## src/ocp_cfg_pkg.sv

```systemverilog
package ocp_cfg_pkg;

    // ----------------------------------------------------------------
    // clock and bus
    // ----------------------------------------------------------------
    localparam int unsigned CLK_MHZ = 250;
    localparam int unsigned ADDR_W = 8;

    // register indices (byte address is four times the index)
    localparam logic [7:0] IDX_SENSE_CFG = 8'h1e;
    localparam logic [7:0] IDX_FUSE_PROG = 8'h1f;
    localparam logic [7:0] IDX_OCP_CTRL = 8'h22;
    localparam logic [7:0] IDX_IRQ_STAT = 8'h23;
    localparam logic [7:0] IDX_IRQ_MASK = 8'h24;
    localparam logic [7:0] ADDR_SENSE_CFG = IDX_SENSE_CFG << 2;
    localparam logic [7:0] ADDR_FUSE_PROG = IDX_FUSE_PROG << 2;
    localparam logic [7:0] ADDR_OCP_CTRL = IDX_OCP_CTRL << 2;
    localparam logic [7:0] ADDR_IRQ_STAT = IDX_IRQ_STAT << 2;
    localparam logic [7:0] ADDR_IRQ_MASK = IDX_IRQ_MASK << 2;

    // ----------------------------------------------------------------
    // reset values
    // ----------------------------------------------------------------
    localparam logic [15:0] SENSE_CFG_RST = 16'h0833;
    localparam logic [15:0] FUSE_PROG_RST = 16'h0000;
    localparam logic [1:0] FILT_SEL_RST = 2'h0;
    localparam logic [1:0] TRIG_SEL_RST = 2'h2;
    localparam logic [1:0] IRQ_MASK_RST = 2'h0;

    // ----------------------------------------------------------------
    // field positions
    // ----------------------------------------------------------------
    localparam int unsigned POS_TRIP_LSB = 0;
    localparam int unsigned NEG_TRIP_LSB = 4;
    localparam int unsigned HOLD_BIT = 8;
    localparam int unsigned RDSON_BIT = 9;
    localparam int unsigned BRAKE_BIT = 10;
    localparam int unsigned CUT_DIS_BIT = 11;
    localparam int unsigned REF_SEL_BIT = 12;
    localparam int unsigned PROG_START_BIT = 0;
    localparam int unsigned TAG_LSB = 1;
    localparam int unsigned FILT_LSB = 0;
    localparam int unsigned TRIG_LSB = 2;
    localparam int unsigned FAULT_CLR_BIT = 4;
    localparam int unsigned FAULT_STATE_BIT = 5;
    localparam int unsigned IRQ_FAULT_BIT = 0;
    localparam int unsigned IRQ_PROG_BIT = 1;

    // ----------------------------------------------------------------
    // filter times and event counts
    // ----------------------------------------------------------------
    localparam int unsigned FILT_2US_NS = 2000;
    localparam int unsigned FILT_4US_NS = 4000;
    localparam int unsigned FILT_8US_NS = 8000;
    localparam logic [10:0] FILT_2US_CYC = 11'(FILT_2US_NS * CLK_MHZ / 1000);
    localparam logic [10:0] FILT_4US_CYC = 11'(FILT_4US_NS * CLK_MHZ / 1000);
    localparam logic [10:0] FILT_8US_CYC = 11'(FILT_8US_NS * CLK_MHZ / 1000);
    localparam logic [4:0] EVENTS_LOW = 5'h08;
    localparam logic [4:0] EVENTS_HIGH = 5'h10;

    typedef enum logic [1:0] {
        TRIG_CNT_LOW = 2'b00,
        TRIG_CNT_HIGH = 2'b01,
        TRIG_ALL = 2'b10,
        TRIG_NONE = 2'b11
    } trig_sel_t;

    // trip levels in mV, indexed by code
    localparam logic signed [15:0] POS_TRIP_MV [16] = '{
        16'sh012c, 16'sh00fa, 16'sh00e1, 16'sh00c8, 16'sh00af, 16'sh0096, 16'sh007d, 16'sh0064,
        16'sh005a, 16'sh0050, 16'sh0046, 16'sh003c, 16'sh0032, 16'sh0028, 16'sh001e, 16'sh0014};
    localparam logic signed [15:0] NEG_TRIP_MV [16] = '{
        -16'sh012c, -16'sh00fa, -16'sh00e1, -16'sh00c8, -16'sh00af, -16'sh0096, -16'sh007d, -16'sh0064,
        -16'sh005a, -16'sh0050, -16'sh0046, -16'sh003c, -16'sh0032, -16'sh0028, -16'sh001e, -16'sh0014};

endpackage : ocp_cfg_pkg

```

## src/overcurrent_compare.sv

```systemverilog
`timescale 1ns/1ps
module overcurrent_compare (
    // clock and reset
    input wire logic clk,
    input wire logic rst,
    // sample and trip codes
    input wire logic signed [15:0] sense_mv,
    input wire logic [3:0] pos_code,
    input wire logic [3:0] neg_code,
    // registered event
    output logic event_q
);

    typedef struct packed {
        logic hit;
    } cmp_state_t;

    cmp_state_t s_q;
    cmp_state_t s_d;

    // ----------------------------------------------------------------
    // window comparison
    // ----------------------------------------------------------------
    always_comb begin
        s_d = s_q;
        s_d.hit = (sense_mv > ocp_cfg_pkg::POS_TRIP_MV[pos_code]) ||
                  (sense_mv < ocp_cfg_pkg::NEG_TRIP_MV[neg_code]);
    end

    always_ff @(posedge clk) begin
        if (rst) begin
            s_q <= '0;
        end else begin
            s_q <= s_d;
        end
    end

    assign event_q = s_q.hit;

    a_pos_trip_hit: assert property (@(posedge clk) disable iff (rst)
        (sense_mv > ocp_cfg_pkg::POS_TRIP_MV[pos_code]) |=> event_q)
        else $error("positive overrange not flagged");
    a_top_code_level: assert property (@(posedge clk) disable iff (rst)
        (pos_code == 4'hf && sense_mv <= 16'sh0014 && sense_mv >= 16'sh0000) |=> !event_q)
        else $error("top positive code not at 20mV");
    a_neg_zero_level: assert property (@(posedge clk) disable iff (rst)
        (neg_code == 4'h0 && sense_mv == -16'sh012d) |=> event_q)
        else $error("negative code zero not at -300mV");

endmodule : overcurrent_compare

```

## src/current_sense_ocp_config.sv

```systemverilog
// The APB slave port was decided locally.
`timescale 1ns/1ps
// Functional notes
// - config register 0x1e, reset 0x0833, read/write
// - positive code: higher code lower level
// - negative bits 7:4, code zero -300mV
// - bit 8 selects latched fault
// - bit 9 rdson sensing, forces low-side timing
// - bit 10 brakes and latches fault
// - bit 11 disables truncation, not triggering
// - fuse register 0x1f, reset zero
// - writing bit 0 starts fuse programming
// - four-bit tag read/write, sent when programming
// - fuse bits 15:5 read zero
// - filter bypassed while truncation enabled
// - fault after 8, 16, every, never
module current_sense_ocp_config (
    // clock and reset
    input wire logic CORE_CLK,
    input wire logic RST,
    // apb slave
    input wire logic PSEL,
    input wire logic PENABLE,
    input wire logic PWRITE,
    input wire logic [7:0] PADDR,
    input wire logic [31:0] PWDATA,
    output logic [31:0] PRDATA,
    output logic PREADY,
    output logic PSLVERR,
    // amplifier sample
    input wire logic signed [15:0] SENSE_MV,
    // protection outputs
    output logic OCP_FAULT,
    output logic PWM_TRUNCATE,
    output logic BRAKE_REQ,
    output logic RDSON_MODE,
    output logic TIMING_FORCE_LS,
    output logic REF_EXTERNAL,
    // fuse programming
    output logic FUSE_PROG_START,
    output logic [3:0] FUSE_TAG,
    // interrupt
    output logic IRQ
);

    typedef struct packed {
        logic [15:0] cfg;
        logic [3:0] tag;
        logic prog;
        logic [1:0] filt_sel;
        logic [1:0] trig_sel;
        logic [1:0] irq_stat;
        logic [1:0] irq_mask;
        logic irq;
        logic fault;
        logic trunc;
        logic brake;
        logic qual_prev;
        logic [10:0] filt_cnt;
        logic [4:0] ev_cnt;
        logic [31:0] prdata;
        logic pready;
        logic pslverr;
    } ctrl_state_t;

    ctrl_state_t s_q;
    ctrl_state_t s_d;
    logic ev;
    logic setup;
    logic wr;
    logic rd;
    logic mapped;
    logic [31:0] rdata;
    logic [10:0] limit;
    logic bypass;
    logic qual;
    logic qual_rise;
    logic raise;
    logic latched;
    logic sw_clear;
    logic prog_wr;

    // ----------------------------------------------------------------
    // window comparator
    // ----------------------------------------------------------------
    overcurrent_compare u_cmp (
        .clk(CORE_CLK),
        .rst(RST),
        .sense_mv(SENSE_MV),
        .pos_code(s_q.cfg[ocp_cfg_pkg::POS_TRIP_LSB +: 4]),
        .neg_code(s_q.cfg[ocp_cfg_pkg::NEG_TRIP_LSB +: 4]),
        .event_q(ev)
    );

    // ----------------------------------------------------------------
    // bus decode and read mux
    // ----------------------------------------------------------------
    always_comb begin
        setup = PSEL && !PENABLE;
        wr = PSEL && PENABLE && s_q.pready && PWRITE && !s_q.pslverr;
        rd = PSEL && PENABLE && s_q.pready && !PWRITE && !s_q.pslverr;
        mapped = 1'b1;
        rdata = 32'h0;
        unique case (PADDR)
            ocp_cfg_pkg::ADDR_SENSE_CFG: rdata = {16'h0, s_q.cfg};
            ocp_cfg_pkg::ADDR_FUSE_PROG: rdata = {27'h0, s_q.tag, 1'b0};
            ocp_cfg_pkg::ADDR_OCP_CTRL: rdata = {26'h0, s_q.fault, 1'b0, s_q.trig_sel, s_q.filt_sel};
            ocp_cfg_pkg::ADDR_IRQ_STAT: rdata = {30'h0, s_q.irq_stat};
            ocp_cfg_pkg::ADDR_IRQ_MASK: rdata = {30'h0, s_q.irq_mask};
            default: mapped = 1'b0;
        endcase
    end

    // ----------------------------------------------------------------
    // filter, counting and fault
    // ----------------------------------------------------------------
    always_comb begin
        unique case (s_q.filt_sel)
            2'b00: limit = 11'h000;
            2'b01: limit = ocp_cfg_pkg::FILT_2US_CYC;
            2'b10: limit = ocp_cfg_pkg::FILT_4US_CYC;
            2'b11: limit = ocp_cfg_pkg::FILT_8US_CYC;
        endcase
        bypass = !s_q.cfg[ocp_cfg_pkg::CUT_DIS_BIT] || (limit == 11'h000);
        qual = bypass ? ev : (ev && (s_q.filt_cnt >= limit));
        qual_rise = qual && !s_q.qual_prev;
        unique case (ocp_cfg_pkg::trig_sel_t'(s_q.trig_sel))
            ocp_cfg_pkg::TRIG_CNT_LOW: raise = qual_rise && (s_q.ev_cnt == ocp_cfg_pkg::EVENTS_LOW - 5'h01);
            ocp_cfg_pkg::TRIG_CNT_HIGH: raise = qual_rise && (s_q.ev_cnt == ocp_cfg_pkg::EVENTS_HIGH - 5'h01);
            ocp_cfg_pkg::TRIG_ALL: raise = qual_rise;
            ocp_cfg_pkg::TRIG_NONE: raise = 1'b0;
        endcase
        latched = s_q.cfg[ocp_cfg_pkg::HOLD_BIT] || s_q.cfg[ocp_cfg_pkg::BRAKE_BIT];
        sw_clear = wr && (PADDR == ocp_cfg_pkg::ADDR_OCP_CTRL) && PWDATA[ocp_cfg_pkg::FAULT_CLR_BIT];
        prog_wr = wr && (PADDR == ocp_cfg_pkg::ADDR_FUSE_PROG) && PWDATA[ocp_cfg_pkg::PROG_START_BIT];
    end

    // ----------------------------------------------------------------
    // next state
    // ----------------------------------------------------------------
    always_comb begin
        s_d = s_q;
        // apb answer: ready in the access cycle
        s_d.pready = setup;
        s_d.pslverr = setup && !mapped;
        s_d.prdata = setup ? rdata : 32'h0;
        // register writes
        if (wr) begin
            unique case (PADDR)
                ocp_cfg_pkg::ADDR_SENSE_CFG: s_d.cfg = PWDATA[15:0];
                ocp_cfg_pkg::ADDR_FUSE_PROG: s_d.tag = PWDATA[ocp_cfg_pkg::TAG_LSB +: 4];
                ocp_cfg_pkg::ADDR_OCP_CTRL: begin
                    s_d.filt_sel = PWDATA[ocp_cfg_pkg::FILT_LSB +: 2];
                    s_d.trig_sel = PWDATA[ocp_cfg_pkg::TRIG_LSB +: 2];
                end
                ocp_cfg_pkg::ADDR_IRQ_MASK: s_d.irq_mask = PWDATA[1:0];
                default: s_d.cfg = s_q.cfg;
            endcase
        end
        s_d.prog = prog_wr;
        // deglitch counter saturates at the limit
        if (!ev) begin
            s_d.filt_cnt = 11'h000;
        end else if (s_q.filt_cnt < limit) begin
            s_d.filt_cnt = 11'(s_q.filt_cnt + 11'h001);
        end
        s_d.qual_prev = qual;
        if (raise) begin
            s_d.ev_cnt = 5'h00;
        end else if (qual_rise) begin
            s_d.ev_cnt = 5'(s_q.ev_cnt + 5'h01);
        end
        if (raise) begin
            s_d.fault = 1'b1;
        end else if (latched) begin
            s_d.fault = s_q.fault && !sw_clear;
        end else begin
            s_d.fault = s_q.fault && ev;
        end
        s_d.trunc = qual && !s_q.cfg[ocp_cfg_pkg::CUT_DIS_BIT];
        s_d.brake = s_d.fault && s_q.cfg[ocp_cfg_pkg::BRAKE_BIT];
        // sticky status, set beats read clear
        if (rd && (PADDR == ocp_cfg_pkg::ADDR_IRQ_STAT)) begin
            s_d.irq_stat = 2'h0;
        end
        s_d.irq_stat[ocp_cfg_pkg::IRQ_FAULT_BIT] = s_d.irq_stat[ocp_cfg_pkg::IRQ_FAULT_BIT] | raise;
        s_d.irq_stat[ocp_cfg_pkg::IRQ_PROG_BIT] = s_d.irq_stat[ocp_cfg_pkg::IRQ_PROG_BIT] | prog_wr;
        s_d.irq = |(s_d.irq_stat & s_d.irq_mask);
    end

    always_ff @(posedge CORE_CLK) begin
        if (RST) begin
            s_q <= '0;
            s_q.cfg <= ocp_cfg_pkg::SENSE_CFG_RST;
            s_q.tag <= ocp_cfg_pkg::FUSE_PROG_RST[ocp_cfg_pkg::TAG_LSB +: 4];
            s_q.filt_sel <= ocp_cfg_pkg::FILT_SEL_RST;
            s_q.trig_sel <= ocp_cfg_pkg::TRIG_SEL_RST;
            s_q.irq_mask <= ocp_cfg_pkg::IRQ_MASK_RST;
        end else begin
            s_q <= s_d;
        end
    end

    // ----------------------------------------------------------------
    // outputs
    // ----------------------------------------------------------------
    assign PRDATA = s_q.prdata;
    assign PREADY = s_q.pready;
    assign PSLVERR = s_q.pslverr;
    assign OCP_FAULT = s_q.fault;
    assign PWM_TRUNCATE = s_q.trunc;
    assign BRAKE_REQ = s_q.brake;
    assign RDSON_MODE = s_q.cfg[ocp_cfg_pkg::RDSON_BIT];
    assign TIMING_FORCE_LS = s_q.cfg[ocp_cfg_pkg::RDSON_BIT];
    assign REF_EXTERNAL = s_q.cfg[ocp_cfg_pkg::REF_SEL_BIT];
    assign FUSE_PROG_START = s_q.prog;
    assign FUSE_TAG = s_q.tag;
    assign IRQ = s_q.irq;

    // ----------------------------------------------------------------
    // checks
    // ----------------------------------------------------------------
    a_cfg_reset_value: assert property (@(posedge CORE_CLK)
        RST |=> (s_q.cfg == 16'h0833) && !OCP_FAULT)
        else $error("config reset value wrong");
    a_fuse_reset_zero: assert property (@(posedge CORE_CLK)
        RST |=> (FUSE_TAG == 4'h0) && !FUSE_PROG_START)
        else $error("fuse register reset wrong");
    a_hold_keeps_fault: assert property (@(posedge CORE_CLK) disable iff (RST)
        (OCP_FAULT && s_q.cfg[8] && !sw_clear) |=> OCP_FAULT)
        else $error("latched fault dropped");
    a_rdson_forces_ls: assert property (@(posedge CORE_CLK) disable iff (RST)
        (wr && PADDR == 8'h78 && PWDATA[9]) |=> RDSON_MODE && TIMING_FORCE_LS)
        else $error("rdson mode not forcing timing");
    a_brake_latches: assert property (@(posedge CORE_CLK) disable iff (RST)
        (OCP_FAULT && s_q.cfg[10] && !s_q.cfg[8] && !ev && !sw_clear) |=> OCP_FAULT && BRAKE_REQ)
        else $error("brake fault not latched");
    a_trunc_bypass: assert property (@(posedge CORE_CLK) disable iff (RST)
        (!s_q.cfg[11] && ev) |=> PWM_TRUNCATE)
        else $error("truncation not immediate");
    a_no_trunc_disabled: assert property (@(posedge CORE_CLK) disable iff (RST)
        s_q.cfg[11] |=> !PWM_TRUNCATE)
        else $error("truncation while disabled");
    a_prog_pulse_tag: assert property (@(posedge CORE_CLK) disable iff (RST)
        (wr && PADDR == 8'h7c && PWDATA[0]) |=> FUSE_PROG_START && FUSE_TAG == $past(PWDATA[4:1]) ##1 !FUSE_PROG_START)
        else $error("programming pulse or tag wrong");
    a_tag_readback: assert property (@(posedge CORE_CLK) disable iff (RST)
        (setup && PADDR == 8'h7c) |=> PRDATA[4:1] == FUSE_TAG)
        else $error("tag readback wrong");
    a_fuse_reserved_zero: assert property (@(posedge CORE_CLK) disable iff (RST)
        (setup && PADDR == 8'h7c) |=> (PRDATA[31:5] == 27'h0) && !PRDATA[0])
        else $error("fuse reserved bits nonzero");
    a_trig_all_fault: assert property (@(posedge CORE_CLK) disable iff (RST)
        (s_q.trig_sel == 2'b10 && !s_q.cfg[11] && ev && !s_q.qual_prev) |=> OCP_FAULT)
        else $error("fault not raised on event");
    a_trig_none_quiet: assert property (@(posedge CORE_CLK) disable iff (RST)
        (s_q.trig_sel == 2'b11 && !OCP_FAULT) |=> !OCP_FAULT)
        else $error("fault raised while triggering off");
    a_unlatched_clear: assert property (@(posedge CORE_CLK) disable iff (RST)
        (OCP_FAULT && !latched && !ev && !raise) |=> !OCP_FAULT)
        else $error("unlatched fault stuck");
    a_irq_level: assert property (@(posedge CORE_CLK) disable iff (RST)
        IRQ == |(s_q.irq_stat & s_q.irq_mask))
        else $error("interrupt level mismatch");

endmodule : current_sense_ocp_config

```

## config.mk

```make
export PLATFORM = sky130hd
export DESIGN_NAME = current_sense_ocp_config
export DESIGN_NICKNAME = d
export VERILOG_FILES = /design/src/ocp_cfg_pkg.sv /design/src/overcurrent_compare.sv /design/src/current_sense_ocp_config.sv
export SDC_FILE = /design/constraint.sdc
export NUM_CORES = 1
export LEC_CHECK = 0
export BUFFER_PORTS_ARGS = -buffer_cell sky130_fd_sc_hd__buf_2
export CORE_MARGIN = 1.5
export CORE_UTILIZATION = 45
export CTS_CLUSTER_DIAMETER = 50
export DETAILED_ROUTE_END_ITERATION = 12
export GPL_TIMING_DRIVEN = 0
export PLACE_DENSITY = 0.75
export SLEW_MARGIN = 0
export SYNTH_ARGS = -nofsm -noshare
export SYNTH_HDL_FRONTEND = slang
export SYNTH_SLANG_ARGS = --single-unit
```

## constraint.sdc

```tcl
create_clock -name CORE_CLK -period 3.95 [get_ports CORE_CLK]
set_input_delay 0.5925 -clock CORE_CLK [delete_from_list [all_inputs] [get_ports CORE_CLK]]
set_output_delay 0.5925 -clock CORE_CLK [all_outputs]
set_load 0.02 [all_outputs]
```

==> impl_metrics.ini <==
[place]
pre_cts_slack_ns = 1.05
hpwl_um = 8050
port_buffers = 73
place_inst = 716
routabilityCongestion = 0.880

[power]
peakVddDrop_mv = 0.137
total_leakage_power_nw = 2.30
power_density_mw_per_mm2 = 287
power.total_w = 0.00147

[route]
ant_nets = 0
vias = 3848
drt_pass1_iterations = 4
drt-vias-per-instance = 5.26
drcViolationCount = 0
route.met2.wl_um = 4990
drt_iter0_drc = 190
totalWireLength_um = 10300
routedWlPerCell_um = 14.0
routed.top_layer = met4
route.met3.wl_um = 452
met1Wirelength_um = 4660

[synth]
synth_top_area_share_pct = 31.9
ys_warn_count = 0
synthFlopType = dfxtp_1
synth_cells = 499
synth.distinct_cells = 67
synth-edff-count = 0
async_reset_ff_share_pct = 0
synth_area_leader_cell = dfxtp_1
synth_area_leaders = dfxtp_1 32%, ha_1 13%, buf_4 6.6%
synthesis.area_mm2 = 0.00432
ys_seq_area_share_pct = 31.9
syn_avg_cell_area_um2 = 8.67
ys_seq_elements = 69

[sta]
tightest_slew_ns = 0.671
skew_ns = 0.00950
hold_slack_ns = 0.450
timing.final.max_slew_violations = 0
relSlewSlack_pct = 55.2
setup_viol = 0
period_needed_ns = 2.96
setup_tns_ns = 0
post-route-period-util_pct = 75.0
fmaxAchievable_mhz = 338
setup_ws_ns = 0.989
rsz0062_at_grt = false
hold_viol_final = 0

[cts]
cts_sinks = 69
ctsRootBufferMaster = clkbuf_8
cts_tree = yes
h-tree-depth = 3
clk_latency_ns = 0.34
cts_hold_buf = 0
cts_buffer_depth = 2
clkSlewWorstSetupHoldPaths_ns = 0.08
cts_made_buffers = 9
postCtsSetupBuffers = 0
cts_resized = 0

[global_route]
antenna_found_initial = 0
grt_pass1_vias = 3602
track_usage_pct = 20.7
grt_pass1_wl_um = 16800
grt_max_degree = 13
overflow = 0

[critical_path]
critPathSlowestCell = a2111oi_0
arrival_ns = 3.17
critPathLaunchType = flop
critPathMaxFanout = 10
regToRegSetupSlack_ns = 0.99
end_kind = flop
crit_chain = clkbuf_1 -> clkbuf_1 -> o21ai_0 -> o21ai_0 -> ha_1 -> and4_1 -> a2111oi_0 -> a21oi_1 -> a311oi_1
cp.required_ns = 4.16
worstSetupPathType = flop to flop
cpPeakStageDelay_ns = 0.42

[status]
status = finished, final reports clean

[floorplanning]
coreArea_mm2 = 0.00928
start_util_pct = 46.6
io_pins = 107
rows = 35
dieArea_mm2 = 0.0102
fp.dieW_um = 101
die_h_um = 101

[final_layout]
insertedDiodeCount = 0
drive_gt1_share_pct = 23.9
area_growth_pct = 18.9
nNetsFinal = 705
final-seq-area_mm2 = 0.00138
fill_cells = 882
layoutNonFillerInstCount = 732
multi_input_comb_area_mm2 = 0.00257

[flow_run]
max-cap-violations = 0

[hold_path]
hold_path_class = flop to flop
power breakdown:
group	switching, W	internal, W	total, W
clock network	0.000271	0.000390	0.000661
registers	0.00000332	0.000699	0.000702
logic	0.0000642	0.0000464	0.000111
total	0.000339	0.00113	0.00147
sequential cells by signal, summed over array words and instances, names as in the netlist:
name / cells
s_q: 39
REF_EXTERNAL: 1
FUSE_PROG_START: 1
u_cmp.event_q: 1
PWM_TRUNCATE: 1
IRQ: 1
BRAKE_REQ: 1
PREADY: 1
OCP_FAULT: 1
PSLVERR: 1
FUSE_TAG: 4
RDSON_MODE: 1
PRDATA: 16
metrics by stage:
| stage | utilization (%) | cell area (um^2) |
|---|---|---|
| finish | 55.4 | 5140 |
| global route | 55.4 | 5140 |
| CTS | 55.4 | 5140 |
| detailed placement | 52.9 | 4910 |
| global placement | 52.9 | 4910 |
| floorplan | - | 4380 |
path summary, 6_finish.rpt:
path | startpoint | to | cells past startpoint
worst max-delay path | s_q[75]$_SDFFE_PP0P_ | u_cmp.event_q$_SDFF_PP0_ | 9
worst min-delay path | s_q[82]$_SDFFE_PP0P_ | s_q[82]$_SDFFE_PP0P_ | 2
worst max register to register | s_q[75]$_SDFFE_PP0P_ | u_cmp.event_q$_SDFF_PP0_ | 9
worst min register to register | s_q[82]$_SDFFE_PP0P_ | s_q[82]$_SDFFE_PP0P_ | 2
placed cells by master, fill, tap and decap left out, types with 3 or more instances in the layout:
master	Yosys	layout
o211ai_1	5	5
a211oi_1	6	6
clkbuf_8	0	11
mux2i_1	12	12
nor2b_1	9	9
and4b_1	3	3
inv_1	18	18
xnor2_1	3	3
nor3b_1	4	4
dfxtp_1	69	69
nor4_1	3	3
and2_1	3	3
nand3b_1	3	3
ha_1	46	46
nand4_1	5	5
o21ai_0	18	18
a21o_1	4	4
buf_4	38	38
and3b_1	3	3
nand3_1	9	9
nor2_1	36	36
a211o_1	5	5
o31ai_1	3	3
o32ai_1	3	3
buf_2	2	75
nor3_1	3	3
nand2_1	48	48
nand2b_1	7	7
clkinvlp_4	0	3
or3_1	4	4
and3_1	15	15
a21oi_1	38	38
conb_1	1	16
or4_1	5	5
a22oi_1	6	6
clkbuf_1	18	18
worst max-delay path: cells and delay by family (launching register included):
family	cells	cell delay (ns)
adder cells (fa/ha/maj)	1	0.26
AND/OR/NAND/NOR	1	0.16
flip-flops	1	0.32
AO/OA/AOI/OAI	5	1.34
buffers and inverters	2	0.75
cell usage after synthesis (3+ instances only):
library cell	count
nand3_1	9
a22oi_1	6
or4_1	5
a211oi_1	6
dfxtp_1	69
nor4_1	3
mux2i_1	12
inv_1	18
and3b_1	3
nor2b_1	9
and2_1	3
o21ai_0	18
o31ai_1	3
and3_1	15
nor2_1	36
nor3_1	3
a211o_1	5
nand4_1	5
clkbuf_1	18
or3_1	4
xnor2_1	3
buf_4	38
nand2_1	48
nor3b_1	4
o211ai_1	5
o32ai_1	3
nand3b_1	3
ha_1	46
a21oi_1	38
and4b_1	3
nand2b_1	7
a21o_1	4
cell type report:
cell class                      instances  share of cell area, %
Multi-Input combinational cell        369                   50.0
Inverter                               18                   1.31
Buffer                                 58                   7.06
Clock inverter                          5                   1.61
Sequential cell                        69                   26.9
Tap cell                              129                   3.14
Timing Repair Buffer                   73                   7.11
Clock buffer                           11                   2.94
logic make-up (layout without fill, tap and decap cells):
| kind of cell | Yosys count | count (layout) | synth area share (%) |
|---|---|---|---|
| xor gates and xnor gates | 4 | 4 | 0.810 |
| other | 1 | 16 | 0.0867 |
| DFF | 69 | 69 | 31.9 |
| AOI/OAI and AO/OA | 112 | 112 | 17.6 |
| and+or+nand+nor | 176 | 176 | 22.5 |
| buffers and inverters | 76 | 165 | 9.95 |
| adders and majority gates | 46 | 46 | 13.3 |
| muxes | 15 | 15 | 3.82 |
routing by layer:
| layer | GRT usage [%] | vias to the layer above |
|---|---|---|
| met3 | 3.12 | 15 |
| met4 | 8.23 | 0 |
| li1 | - | 1942 |
| met2 | 35.2 | 100 |
| met5 | 0 | - |
| met1 | 26.2 | 1791 |
No activity file was read; power rests on OpenSTA's default activity.
